File: config.mk
export PLATFORM = sky130hd
export DESIGN_NAME = ddr_read_capture_path
export DESIGN_NICKNAME = d
export VERILOG_FILES = /design/src/rtl/ddr_read_capture_pkg.sv /design/src/rtl/capture_group.sv /design/src/rtl/stream_fifo.sv /design/src/rtl/ddr_read_capture_path.sv
export VERILOG_INCLUDE_DIRS = /design/src /design/src/rtl
export SDC_FILE = /design/constraint.sdc
export NUM_CORES = 2
export LEC_CHECK = 0
export ABC_CLOCK_PERIOD_IN_PS = 13500
export BUFFER_PORTS_ARGS = -buffer_cell sky130_fd_sc_hd__buf_2
export CORE_ASPECT_RATIO = 2
export CORE_MARGIN = 2
export CORE_UTILIZATION = 50
export DETAILED_ROUTE_END_ITERATION = 8
export PLACE_DENSITY = 0.66
export SLEW_MARGIN = 40
export SYNTH_ARGS = -nofsm -noshare
export SYNTH_HDL_FRONTEND = slang
export SYNTH_SLANG_ARGS = --single-unit
export TNS_END_PERCENT = 30
File: constraint.sdc
create_clock -name sys_clk -period 13.5 [get_ports sys_clk]
set_clock_uncertainty 0.2 [all_clocks]
set_input_delay 1.35 -clock sys_clk [delete_from_list [all_inputs] [get_ports sys_clk]]
set_output_delay 1.35 -clock sys_clk [all_outputs]
set_load 0.01 [all_outputs]
File: src/rtl/ddr_read_capture_regs.svh
`ifndef DDR_READ_CAPTURE_REGS_SVH
`define DDR_READ_CAPTURE_REGS_SVH
// ==========================================
// sizes of the read path
`define RC_GROUP_WIDTH 9
`define RC_NUM_STROBES 4
`define RC_NUM_CHIPS 2
`define RC_FIFO_DEPTH 16
`define RC_PIPE_DEPTH 0
// ==========================================
// timing
`define RC_CLK_HZ 20000000
`define RC_STROBE_DELAY 4
`define RC_EVAL_TIME_S 3600
`define RC_EVAL_CYCLES (64'(`RC_EVAL_TIME_S) * 64'(`RC_CLK_HZ))
`endif

File: src/rtl/ddr_read_capture_pkg.sv
package ddr_read_capture_pkg;
   // ==========================================
   // edge events of one sampled strobe
   typedef struct packed {
      logic rise;
      logic fall;
   } strobe_evt_t;

   // ==========================================
   // evaluation limit states
   typedef enum logic [1:0] {
      EVAL_COUNTING,
      EVAL_UNLIMITED,
      EVAL_EXPIRED
   } eval_state_t;
endpackage : ddr_read_capture_pkg

File: src/rtl/capture_group.sv
`timescale 1ns/1ns
`default_nettype none
module capture_group #(
   parameter int WIDTH = 9
) (
   input wire logic sys_clk,
   input wire logic rst,
   input wire ddr_read_capture_pkg::strobe_evt_t strobe_evt,
   input wire logic [WIDTH-1:0] data_in,
   output logic [WIDTH-1:0] rise_q,
   output logic [WIDTH-1:0] fall_q
);
   import ddr_read_capture_pkg::*;

   // ==========================================
   // checks
   if (WIDTH < 1) begin : g_bad_width
      $error("capture_group: WIDTH must be at least 1");
   end

   // ==========================================
   // both beats held apart until the chip re-registers them
   always_ff @(posedge sys_clk) begin
      if (rst) begin
         rise_q <= '0;
         fall_q <= '0;
      end else begin
         if (strobe_evt.rise) begin
            rise_q <= data_in;
         end
         if (strobe_evt.fall) begin
            fall_q <= data_in;
         end
      end
   end
endmodule : capture_group
`default_nettype wire

File: src/rtl/stream_fifo.sv
`timescale 1ns/1ns
`default_nettype none
module stream_fifo #(
   parameter int WIDTH = 8,
   parameter int DEPTH = 16
) (
   input wire logic sys_clk,
   input wire logic rst,
   input wire logic in_valid,
   output logic in_ready,
   input wire logic [WIDTH-1:0] in_data,
   output logic out_valid,
   input wire logic out_ready,
   output logic [WIDTH-1:0] out_data
);
   localparam int AW = (DEPTH > 1) ? $clog2(DEPTH) : 1;

   // ==========================================
   // checks
   if (DEPTH < 2 || (1 << AW) != DEPTH || WIDTH < 1) begin : g_bad_fifo
      $error("stream_fifo: DEPTH must be a power of two of at least 2");
   end

   logic [WIDTH-1:0] mem [DEPTH];
   logic [AW-1:0] wptr_q;
   logic [AW-1:0] rptr_q;
   logic [AW:0] count_q;
   logic out_valid_q;
   logic [WIDTH-1:0] out_data_q;

   // ==========================================
   // handshakes; output stage is a register so the top sees flops
   wire logic push = in_valid && in_ready;
   wire logic pop = (count_q != '0) && (!out_valid_q || out_ready);
   assign in_ready = (count_q != (AW+1)'(DEPTH));
   assign out_valid = out_valid_q;
   assign out_data = out_data_q;

   // storage has no reset, pointers do
   always_ff @(posedge sys_clk) begin
      if (push) begin
         mem[wptr_q] <= in_data;
      end
   end

   always_ff @(posedge sys_clk) begin
      if (rst) begin
         wptr_q <= '0;
         rptr_q <= '0;
         count_q <= '0;
         out_valid_q <= 1'b0;
         out_data_q <= '0;
      end else begin
         if (push) begin
            wptr_q <= wptr_q + 1'b1;
         end
         if (pop) begin
            rptr_q <= rptr_q + 1'b1;
            out_data_q <= mem[rptr_q];
            out_valid_q <= 1'b1;
         end else if (out_ready) begin
            out_valid_q <= 1'b0;
         end
         count_q <= count_q + (AW+1)'(push) - (AW+1)'(pop);
      end
   end
endmodule : stream_fifo
`default_nettype wire

File: src/rtl/ddr_read_capture_path.sv
// Behaviour
// - each data group captured by its own delayed strobe
// - chip valid flag captured by chip's first strobe
// - chip data re-registered on undelayed first strobe
// - one capture clock output per attached chip
// - rising beat low half, falling beat high
// - word bit ranges follow their capturing chip
// - read word twice the memory bus width
// - strobe inverted before clocking falling capture
// - group width set by parameter
// - limited run time unless tethered build
// - no read commands after evaluation expiry
// - shared time-out stops everything together
// - read pipeline equal depth, capture-clock timed
`include "ddr_read_capture_regs.svh"
`timescale 1ns/1ns
`default_nettype none
module ddr_read_capture_path #(
   parameter int GROUP_WIDTH = `RC_GROUP_WIDTH,
   parameter int NUM_STROBES = `RC_NUM_STROBES,
   parameter int NUM_CHIPS = `RC_NUM_CHIPS,
   parameter int STROBE_DELAY = `RC_STROBE_DELAY,
   parameter int PIPE_DEPTH = `RC_PIPE_DEPTH,
   parameter int FIFO_DEPTH = `RC_FIFO_DEPTH,
   parameter bit TETHERED = 1'b0,
   parameter logic [63:0] EVAL_CYCLES = `RC_EVAL_CYCLES
) (
   input wire logic sys_clk,
   input wire logic rst,
   input wire logic [NUM_STROBES-1:0] memory_read_strobe,
   input wire logic [GROUP_WIDTH*NUM_STROBES-1:0] mem_dq,
   input wire logic [NUM_CHIPS-1:0] mem_qvld,
   input wire logic read_cmd_req,
   input wire logic shared_timeout,
   output logic read_cmd_out,
   output logic eval_expired,
   output logic [NUM_CHIPS-1:0] capture_clk,
   output logic [2*GROUP_WIDTH*NUM_STROBES-1:0] rdata,
   output logic [NUM_CHIPS-1:0] rdata_chip_valid,
   output logic rdata_valid,
   input wire logic rdata_ready,
   output logic overflow
);
   import ddr_read_capture_pkg::*;

   localparam int DATA_W = GROUP_WIDTH * NUM_STROBES;
   localparam int WORD_W = 2 * DATA_W;
   localparam int SPC = NUM_STROBES / NUM_CHIPS;
   localparam int CHIP_W = SPC * GROUP_WIDTH;
   localparam int ENTRY_W = WORD_W + NUM_CHIPS;
   localparam int PD = (PIPE_DEPTH > 0) ? PIPE_DEPTH : 1;

   // ==========================================
   // elaboration checks
   if (GROUP_WIDTH < 1 || NUM_CHIPS < 1 || NUM_STROBES < NUM_CHIPS) begin : g_bad_size
      $error("ddr_read_capture_path: group or chip count out of range");
   end
   if (SPC * NUM_CHIPS != NUM_STROBES) begin : g_bad_split
      $error("ddr_read_capture_path: strobes must divide evenly among chips");
   end
   if (STROBE_DELAY < 1 || PIPE_DEPTH < 0 || EVAL_CYCLES == 64'h0) begin : g_bad_time
      $error("ddr_read_capture_path: delay, pipeline or evaluation count invalid");
   end

   // ==========================================
   // pin synchronisers, two stages each
   logic [NUM_STROBES-1:0] strobe_s1_q;
   logic [NUM_STROBES-1:0] strobe_s2_q;
   logic [DATA_W-1:0] dq_s1_q;
   logic [DATA_W-1:0] dq_s2_q;
   logic [NUM_CHIPS-1:0] qvld_s1_q;
   logic [NUM_CHIPS-1:0] qvld_s2_q;

   always_ff @(posedge sys_clk) begin
      if (rst) begin
         strobe_s1_q <= '0;
         strobe_s2_q <= '0;
         dq_s1_q <= '0;
         dq_s2_q <= '0;
         qvld_s1_q <= '0;
         qvld_s2_q <= '0;
      end else begin
         strobe_s1_q <= memory_read_strobe;
         strobe_s2_q <= strobe_s1_q;
         dq_s1_q <= mem_dq;
         dq_s2_q <= dq_s1_q;
         qvld_s1_q <= mem_qvld;
         qvld_s2_q <= qvld_s1_q;
      end
   end

   // ==========================================
   // strobe delay line: moves the capture point into the data eye
   logic [NUM_STROBES-1:0] dly_q [STROBE_DELAY];
   logic [NUM_STROBES-1:0] dly_prev_q;
   logic [NUM_STROBES-1:0] undly_prev_q;

   always_ff @(posedge sys_clk) begin
      if (rst) begin
         for (int i = 0; i < STROBE_DELAY; i++) begin
            dly_q[i] <= '0;
         end
         dly_prev_q <= '0;
         undly_prev_q <= '0;
      end else begin
         dly_q[0] <= strobe_s2_q;
         for (int i = 1; i < STROBE_DELAY; i++) begin
            dly_q[i] <= dly_q[i-1];
         end
         dly_prev_q <= dly_q[STROBE_DELAY-1];
         undly_prev_q <= strobe_s2_q;
      end
   end

   // edge decode; falling beat is the rising edge of the inverted strobe
   wire logic [NUM_STROBES-1:0] dly_strobe = dly_q[STROBE_DELAY-1];
   wire logic [NUM_STROBES-1:0] dly_strobe_inv = ~dly_strobe;
   wire logic [NUM_STROBES-1:0] dly_prev_inv = ~dly_prev_q;
   wire logic [NUM_STROBES-1:0] dly_rise = dly_strobe & ~dly_prev_q;
   wire logic [NUM_STROBES-1:0] dly_fall = dly_strobe_inv & ~dly_prev_inv;
   wire logic [NUM_STROBES-1:0] undly_rise = strobe_s2_q & ~undly_prev_q;

   // undelayed rise retimed by one cycle: at a half period equal to the delay,
   // the falling capture lands on the same edge and would otherwise be missed
   logic [NUM_STROBES-1:0] undly_rise_q;

   always_ff @(posedge sys_clk) begin
      if (rst) begin
         undly_rise_q <= '0;
      end else begin
         undly_rise_q <= undly_rise;
      end
   end

   strobe_evt_t strobe_evt [NUM_STROBES];
   logic [DATA_W-1:0] rise_cap;
   logic [DATA_W-1:0] fall_cap;
   logic [NUM_CHIPS-1:0] vld_cap;

   // ==========================================
   // one capture group per strobe, width from the group parameter
   for (genvar g = 0; g < NUM_STROBES; g++) begin : g_group
      assign strobe_evt[g].rise = dly_rise[g];
      assign strobe_evt[g].fall = dly_fall[g];
      capture_group #(
         .WIDTH(GROUP_WIDTH)
      ) u_group (
         .sys_clk(sys_clk),
         .rst(rst),
         .strobe_evt(strobe_evt[g]),
         .data_in(dq_s2_q[g*GROUP_WIDTH +: GROUP_WIDTH]),
         .rise_q(rise_cap[g*GROUP_WIDTH +: GROUP_WIDTH]),
         .fall_q(fall_cap[g*GROUP_WIDTH +: GROUP_WIDTH])
      );
   end

   // ==========================================
   // per chip: valid capture, re-register, pipeline
   logic [NUM_CHIPS-1:0] chip_evt;
   logic [DATA_W-1:0] rise_word;
   logic [DATA_W-1:0] fall_word;

   for (genvar c = 0; c < NUM_CHIPS; c++) begin : g_chip
      localparam int LEAD = c * SPC; // strobe that owns the chip's valid flag

      // only the chip's first strobe samples its valid flag
      capture_group #(
         .WIDTH(1)
      ) u_valid (
         .sys_clk(sys_clk),
         .rst(rst),
         .strobe_evt(strobe_evt[LEAD]),
         .data_in(qvld_s2_q[c]),
         .rise_q(vld_cap[c]),
         .fall_q()
      );

      logic [CHIP_W-1:0] rr_rise_q;
      logic [CHIP_W-1:0] rr_fall_q;
      logic rr_vld_q;
      logic rr_evt_q;

      // undelayed lead strobe: both beats are stable by then
      always_ff @(posedge sys_clk) begin
         if (rst) begin
            rr_rise_q <= '0;
            rr_fall_q <= '0;
            rr_vld_q <= 1'b0;
            rr_evt_q <= 1'b0;
         end else begin
            rr_evt_q <= undly_rise_q[LEAD] && vld_cap[c];
            if (undly_rise_q[LEAD]) begin
               rr_rise_q <= rise_cap[c*CHIP_W +: CHIP_W];
               rr_fall_q <= fall_cap[c*CHIP_W +: CHIP_W];
               rr_vld_q <= vld_cap[c];
            end
         end
      end

      if (PIPE_DEPTH == 0) begin : g_nopipe
         assign rise_word[c*CHIP_W +: CHIP_W] = rr_rise_q;
         assign fall_word[c*CHIP_W +: CHIP_W] = rr_fall_q;
         assign chip_evt[c] = rr_evt_q;
      end else begin : g_pipe
         logic [CHIP_W-1:0] p_rise_q [PD];
         logic [CHIP_W-1:0] p_fall_q [PD];
         logic [PD-1:0] p_vld_q;
         logic p_evt_q;

         // data and valid advance together on the capture clock
         always_ff @(posedge sys_clk) begin
            if (rst) begin
               for (int i = 0; i < PD; i++) begin
                  p_rise_q[i] <= '0;
                  p_fall_q[i] <= '0;
               end
               p_vld_q <= '0;
               p_evt_q <= 1'b0;
            end else begin
               p_evt_q <= 1'b0;
               if (dly_rise[LEAD]) begin
                  p_rise_q[0] <= rr_rise_q;
                  p_fall_q[0] <= rr_fall_q;
                  p_vld_q[0] <= rr_vld_q;
                  for (int i = 1; i < PD; i++) begin
                     p_rise_q[i] <= p_rise_q[i-1];
                     p_fall_q[i] <= p_fall_q[i-1];
                     p_vld_q[i] <= p_vld_q[i-1];
                  end
                  p_evt_q <= (PD == 1) ? rr_vld_q : p_vld_q[PD-2];
               end
            end
         end

         assign rise_word[c*CHIP_W +: CHIP_W] = p_rise_q[PD-1];
         assign fall_word[c*CHIP_W +: CHIP_W] = p_fall_q[PD-1];
         assign chip_evt[c] = p_evt_q;
      end
   end

   // ==========================================
   // capture clock per chip, the delayed lead strobe
   logic [NUM_CHIPS-1:0] capture_clk_q;

   always_ff @(posedge sys_clk) begin
      if (rst) begin
         capture_clk_q <= '0;
      end else begin
         for (int c = 0; c < NUM_CHIPS; c++) begin
            capture_clk_q[c] <= dly_strobe[c*SPC];
         end
      end
   end

   // ==========================================
   // read word buffer; mask tells which chip ranges are fresh
   wire logic push_word = |chip_evt;
   wire logic [ENTRY_W-1:0] push_entry = {chip_evt, fall_word, rise_word};
   logic fifo_in_ready;
   logic [ENTRY_W-1:0] pop_entry;

   stream_fifo #(
      .WIDTH(ENTRY_W),
      .DEPTH(FIFO_DEPTH)
   ) u_fifo (
      .sys_clk(sys_clk),
      .rst(rst),
      .in_valid(push_word),
      .in_ready(fifo_in_ready),
      .in_data(push_entry),
      .out_valid(rdata_valid),
      .out_ready(rdata_ready),
      .out_data(pop_entry)
   );

   assign rdata = pop_entry[WORD_W-1:0];
   assign rdata_chip_valid = pop_entry[ENTRY_W-1:WORD_W];

   // memory cannot be stalled, so a lost word is flagged until reset
   logic overflow_q;

   always_ff @(posedge sys_clk) begin
      if (rst) begin
         overflow_q <= 1'b0;
      end else if (push_word && !fifo_in_ready) begin
         overflow_q <= 1'b1;
      end
   end

   // ==========================================
   // evaluation limit
   eval_state_t eval_state_q;
   eval_state_t eval_state_d;
   logic [63:0] eval_count_q;

   wire logic eval_last = (eval_count_q == EVAL_CYCLES - 64'h1);

   // next state; a shared time-out ends every mode at once
   always_comb begin
      eval_state_d = eval_state_q;
      case (eval_state_q)
         EVAL_COUNTING: begin
            if (shared_timeout || eval_last) begin
               eval_state_d = EVAL_EXPIRED;
            end
         end
         EVAL_UNLIMITED: begin
            if (shared_timeout) begin
               eval_state_d = EVAL_EXPIRED;
            end
         end
         EVAL_EXPIRED: begin
            eval_state_d = EVAL_EXPIRED;
         end
         default: begin
            eval_state_d = EVAL_EXPIRED;
         end
      endcase
   end

   always_ff @(posedge sys_clk) begin
      if (rst) begin
         eval_state_q <= TETHERED ? EVAL_UNLIMITED : EVAL_COUNTING;
         eval_count_q <= 64'h0;
      end else begin
         eval_state_q <= eval_state_d;
         if (eval_state_q == EVAL_COUNTING) begin
            eval_count_q <= eval_count_q + 64'h1;
         end
      end
   end

   // ==========================================
   // read command gate: expiry and a full buffer both hold reads back
   wire logic eval_stop = (eval_state_d == EVAL_EXPIRED);
   logic read_cmd_q;
   logic eval_expired_q;

   always_ff @(posedge sys_clk) begin
      if (rst) begin
         read_cmd_q <= 1'b0;
         eval_expired_q <= 1'b0;
      end else begin
         read_cmd_q <= read_cmd_req && !eval_stop && fifo_in_ready;
         eval_expired_q <= eval_stop;
      end
   end

   assign read_cmd_out = read_cmd_q;
   assign eval_expired = eval_expired_q;
   assign capture_clk = capture_clk_q;
   assign overflow = overflow_q;
endmodule : ddr_read_capture_path
`default_nettype wire

Word-level counts from Yosys, hierarchy flattened

Memory sizes are Yosys's and may differ from the RTL's. A register that Yosys moved wholly into a read port is not among the register bits.
Cells that the tools add are included.

RAM bits: 1200
Bits in latches: 0
Bits in read-only memories: 0
Input bits: 47
Memories kept: 2
Word-level logic and storage cells: 87
Register bits: 327

Bitwise logic cells: 11
Multiply operators: 0
$add $sub $neg: 5
Divide/modulo/power cells: 0
Equal/unequal tests: 4
Magnitude comparators: 0
Shift-type cells: 0
Reductions and logical operators: 16
Multiplexer cells: 14

Memories:

| name       | words | width | read ports | clocked after Yosys merged registers in | wr ports | line                        | source |
|---|---|---|---|---|---|---|---|
| u_fifo.mem | 16    | 74    | 1          | 1                                       | 1        | stream_fifo.sv:24           | `logic [WIDTH-1:0] mem [DEPTH];` |
| dly_q      | 4     | 4     | 4          | 0                                       | 4        | ddr_read_capture_path.sv:94 | `logic [NUM_STROBES-1:0] dly_q [STROBE_DELAY];` |

Operators with widths:

| kind                                             | count |
|---|---|
| adder 64 x 1 -> 64 bit (second input constant)   | 1 |
| == test 64 x 37 -> 1 bit (second input constant) | 1 |
| two-way mux 4 bit                                | 4 |
| inverter 4 bit                                   | 3 |
| adder 4 x 1 -> 4 bit (second input constant)     | 2 |
| bitwise AND 4 bit                                | 2 |
| logical AND 1 bit                                | 7 |
| two-way mux 1 bit                                | 7 |
| adder 5 x 1 -> 5 bit                             | 1 |
| != test 5 bit (second input constant)            | 1 |
| nonzero test 5 bit                               | 1 |
| subtractor 5 x 1 -> 5 bit                        | 1 |
| two-way mux 2 bit                                | 2 |
| bitwise OR 1 bit                                 | 4 |
| case mux 2 bit (2 select lines)                  | 1 |
| bitwise AND 3 bit                                | 1 |
| logical NOT 1 bit                                | 3 |
| inverter 3 bit                                   | 1 |
| == test 2 x 1 -> 1 bit (second input constant)   | 1 |
| == test 2 bit (second input constant)            | 1 |
| logical NOT 2 bit                                | 1 |
| logical OR 1 bit                                 | 2 |
| nonzero test 2 bit                               | 1 |
| OR reduction 2 bit                               | 1 |

Longest topological paths before layout

Depth after elaboration: 8
Mapped depth: 16

Modules after synthesis

From an unflattened synthesis, not the netlist that was laid out.

Cells, all modules: 3203
Area total of the unflattened synthesis: 59269.3 µm²

By module, submodules not included:

| module                                  | area an instance (µm²) | seq. area each (µm²) | cells an instance | times used |
|---|---|---|---|---|
| stream_fifo                             | 47692.0                | 37315.8              | 2070              | 1 |
| ddr_read_capture_path                   | 8844.7                 | 4984.8               | 889               | 1 |
| capture_group at g_group[0].u_group ... | 649.4                  | 360.3                | 58                | 4 |
| capture_group at g_chip[0].u_valid ...  | 67.6                   | 40.0                 | 6                 | 2 |

Worst setup path before layout

Ideal clock, no wire load.

Kind: register to register
Start point: register u_fifo.count_q[2]
End point: memory u_fifo.mem[3][0] in the netlist's numbering (enable)
Arrival: 6285 ps
Required time: 12703 ps
Path buffers: 0
Library setup time: 597 ps
Setup slack: 6419 ps
Period minus slack after synthesis: 7081 ps
Stages on the path, launching flop included: 7
Cell sequence: dfxtp_1 inv_1 ha_1 nor4bb_1 nor2_1 nand2_1 nor3_1

Longest elaborated chain between the ends: 4

RTL lines:

| element                                 | line              | source |
|---|---|---|
| start: declaration                      | stream_fifo.sv:27 | `logic [AW:0] count_q;` |
| start signal: assignment                | stream_fifo.sv:64 | `count_q <= count_q + (AW+1)'(push) - (AW+1)'(pop);` |
| != test 5 bit                           | stream_fifo.sv:35 | `assign in_ready = (count_q != (AW+1)'(DEPTH));` |
| logical AND 1 bit                       | stream_fifo.sv:33 | `wire logic push = in_valid && in_ready;` |
| two-way mux 1 bit                       | stream_fifo.sv:41 | `if (push) begin` |
| two-way mux 1 bit (implied by the code) | stream_fifo.sv:42 | `mem[wptr_q] <= in_data;` |
| end: declaration                        | stream_fifo.sv:24 |  |

Every way passes these cells.

Worst setup path in the final report

Start point: register u_fifo.count_q[2]
End point: memory u_fifo.mem[14][49] in the netlist's numbering (enable)

The elaborated chain is that of the path after synthesis.

==> run_results.csv <==
group,metric,value,unit
power_and_ir_drop,power.share.clock,34.9,%
clocking,path_clk_slew,0.06,ns
final_layout,fill_cells,9001,
route,dr.pass1.iters,5,
floorplanning,die_x,247.2,um
clocking,htreeDepth,4,
power_and_ir_drop,cellLeakagePower,21.49,nW
power_and_ir_drop,combPwrFrac,17.3,%
placement,dp_hpwl,77770,um
power_and_ir_drop,p_sw_share,25.86,%
timing,worst-slew-pin-transition,0.8975,ns
placement,numPortBuffers,126,
critical_path,critPathRequiredTime,13.67,ns
synthesis,ys_warn_count,0,
clocking,postCtsSetupRepairBufs,0,
route,viasPerCell,5.954,
critical_path,arrival,4.15,ns
clocking,cts_tree,"yes",
clocking,clk_path_buf_depth,3,
final_layout,drive_above_1_share,20.85,%
job,maxCapViolCount,0,
timing,finalHoldViolCount,0,
critical_path,critPathMaxFanout,39,
critical_path,reg2reg_depth,9,
timing,fin_crit,3.986,ns
global_routing,grt_max_degree,131,
route,vias,31910,
timing,setup_violations,0,
synthesis,synth_area_per_cell,16.40,sq um
floorplanning,core,0.1174,sq mm
route,wl_met3,8898,um
floorplanning,die_area,0.1212,sq mm
clocking,cts_resized,0,
floorplanning,ios,127,
synthesis,syn_area,0.05913,sq mm
route,wl_met2,75580,um
route,wl_met1,56510,um
power_and_ir_drop,internal_power,8.526,mW
power_and_ir_drop,total_power,11.50,mW
route,final_antenna_net_count,0,
power_and_ir_drop,seq_power_share,47.8,%
power_and_ir_drop,vdd_drop_max,130.9,uV
timing,worst_slack,9.514,ns
route,drt_iter0_drc,2698,
power_and_ir_drop,power.switching,2.973,mW
synthesis,yosysTopAreaCellShare,60.13,%
worst_hold_path,hold_path_depth,1,
synthesis,syn_nets,3666,
critical_path,setup.worst_path.start_class,"register",
global_routing,grt-ovfl-total,0,
floorplanning,dieHeight,490.3,um
global_routing,grt_use_total,24.19,%
global_routing,antenna_found_initial,4,
route,topRoutingLayerUsed,"met5",
power_and_ir_drop,powerDensity,173.6,mW/mm^2
clocking,clkLatencyLatePin,0.77,ns
final_layout,multi_input_comb_area,0.01459,sq mm
final_layout,areaGrowthSynthToFinish,12.05,%
synthesis,syn_inst,3606,
critical_path,end_kind,"register",
timing,post-route-period-util,29.52,%
timing,rsz0062_at_grt,"no",
critical_path,worst-setup-path-type,"register to register",
final_layout,regArea,0.04380,sq mm
run_status,outcome,"completed",
clocking,root_buffer,"clkbuf_16",
synthesis,synth_cell_types,43,
synthesis,synth_seq_cells,1595,
placement,gp_congestion,0.8174,
timing,maxSlewHeadroom,40.17,%
clocking,cts.sinks,1595,
clocking,ctsHoldBuffers,0,
timing,fmax,0.2509,GHz
floorplanning,initial_utilization,50.38,%
timing,slew_violations,0,
global_routing,grt_pass1_wl,211900,um
worst_hold_path,hold_path.class,"register to register",
floorplanning,rows,178,
synthesis,synth_top_cells_by_area,"edfxtp_1 (60%), dfxtp_1 (14%), mux4_2 (8.5%)",
route,drc,0,
synthesis,yosysSeqAreaShare,74.04,%
final_layout,final_nets,3774,
timing,fin_tns_setup,0,ns
route,routed_wl,145100,um
synthesis,synth_area_leader_cell,"edfxtp_1",
route,routedWlPerCell,27.07,um
placement,place_ws,8.842,ns
clocking,cts_made_buffers,135,
global_routing,grt_pass1_vias,32230,
-- kinds of logic after synthesis --
logic type,after synthesis,synth area share (%)
flops,1595,74.04
xor+xnor,44,0.6517
buf+inv,237,1.551
mux,442,12.49
simple gates,910,7.211
compound gates,365,3.766
fa+ha+maj,13,0.2878
-- layout make-up --
cell class              instances  share of cell area, %
multi-input cells            1774                  22.02
clock inverters                67                  1.084
flip-flops and latches       1595                  66.10
diodes                          2               0.007554
repair buffers                187                  1.926
well taps                    1530                  2.889
inverters                      21                 0.1227
clock buffers                 184                  5.846
-- final timing paths --
check                    start                 end  slack, ns
max reg2reg  u_fifo.count_q[2]  u_fifo.mem[14][49]       9.51
max          u_fifo.count_q[2]  u_fifo.mem[14][49]       9.51
min reg2reg        dly_q[0][2]     undly_rise_q[2]       0.20
min                dly_q[0][2]     undly_rise_q[2]       0.20
-- layout by cell type, fill, tap and decap left out, types with 30 or more instances in the layout --
| cell type | Yosys | final |
|---|---|---|
| a211oi_1 | 75 | 75 |
| a21oi_1 | 110 | 110 |
| buf_2 | 16 | 125 |
| buf_4 | 2 | 34 |
| clkbuf_16 | 0 | 144 |
| dfxtp_1 | 411 | 406 |
| edfxtp_1 | 1184 | 1184 |
| mux2_2 | 148 | 148 |
| mux2i_1 | 72 | 72 |
| mux4_2 | 222 | 222 |
| nand2_1 | 187 | 186 |
| nor2_1 | 367 | 355 |
| nor2b_1 | 116 | 116 |
| nor3_1 | 88 | 84 |
| o22ai_1 | 148 | 148 |
| xnor2_1 | 30 | 30 |
-- metrics by stage --
step	cell area [sq um]	hold WS, ns	utilization, %	instances
final	66260	0.2030	56.45	5360
after CTS	66200	0.2044	56.40	5356
after global routing	66250	0.2278	56.45	5359
after global placement	61490	0.1815	52.39	5103
after floorplan	59130	0.1838	-	3606
after detailed placement	61610	0.1954	52.49	5105
-- cells in the mapped netlist --
cell,number
a211oi_1,75
a21o_1,1
a21oi_1,110
and2_1,1
and3_1,10
and4_1,8
buf_1,46
buf_2,16
buf_4,2
clkbuf_1,152
dfxtp_1,411
edfxtp_1,1184
fa_1,1
ha_1,12
inv_1,20
inv_2,1
mux2_2,148
mux2i_1,72
mux4_2,222
nand2_1,187
nand2b_1,15
nand3_1,18
nand3_2,1
nand4_1,24
nand4b_1,3
nor2_1,367
nor2b_1,116
nor3_1,88
nor4_1,20
nor4b_1,6
nor4bb_1,5
o21ai_0,22
o22ai_1,148
o31ai_1,7
o41ai_1,2
or2_2,5
or3_1,23
or3b_1,1
or4_1,9
or4b_1,2
or4b_2,1
xnor2_1,30
xor2_1,14
-- flip-flops by register name (all words and copies together), names as in the netlist, 36 cells and up --
| register | flops |
|---|---|
| dq_s2_q | 36 |
| u_fifo.out_data | 74 |
| g_chip.rr_rise_q | 36 |
| u_fifo.mem | 1184 |
| g_group.u_group.fall_q | 36 |
| eval_count_q | 64 |
| g_chip.rr_fall_q | 36 |
| g_group.u_group.rise_q | 36 |
| dq_s1_q | 36 |
-- per-layer routing --
layer,vias up,GRT usage [%]
met1,16570,30.82
li1,14000,-
met4,2,7.793
met3,247,3.717
met2,1087,42.28
met5,-,0
-- worst max-delay path: stages, from the launching register on --
cell	delay, ns
dfxtp_1	0.35
inv_1	0.07
ha_1	0.21
nor4bb_1	0.15
buf_4	0.16
nor2_1	0.49
nand2_1	0.37
nor2_4	0.17
buf_4	0.64
buf_4	0.75
-- power by group through the flow --
stage | Sequential [mW] | Clock [mW] | Combinational [mW]
after floorplan | 5.54 | 0 | 1.44
after global placement | 5.61 | 0 | 2.00
after detailed placement | 5.61 | 0 | 2.02
after CTS | 5.50 | 4.08 | 2.02
after global routing | 5.51 | 4.24 | 2.16
final | 5.49 | 4.02 | 1.99
No activity file was read; power rests on OpenSTA's default activity.
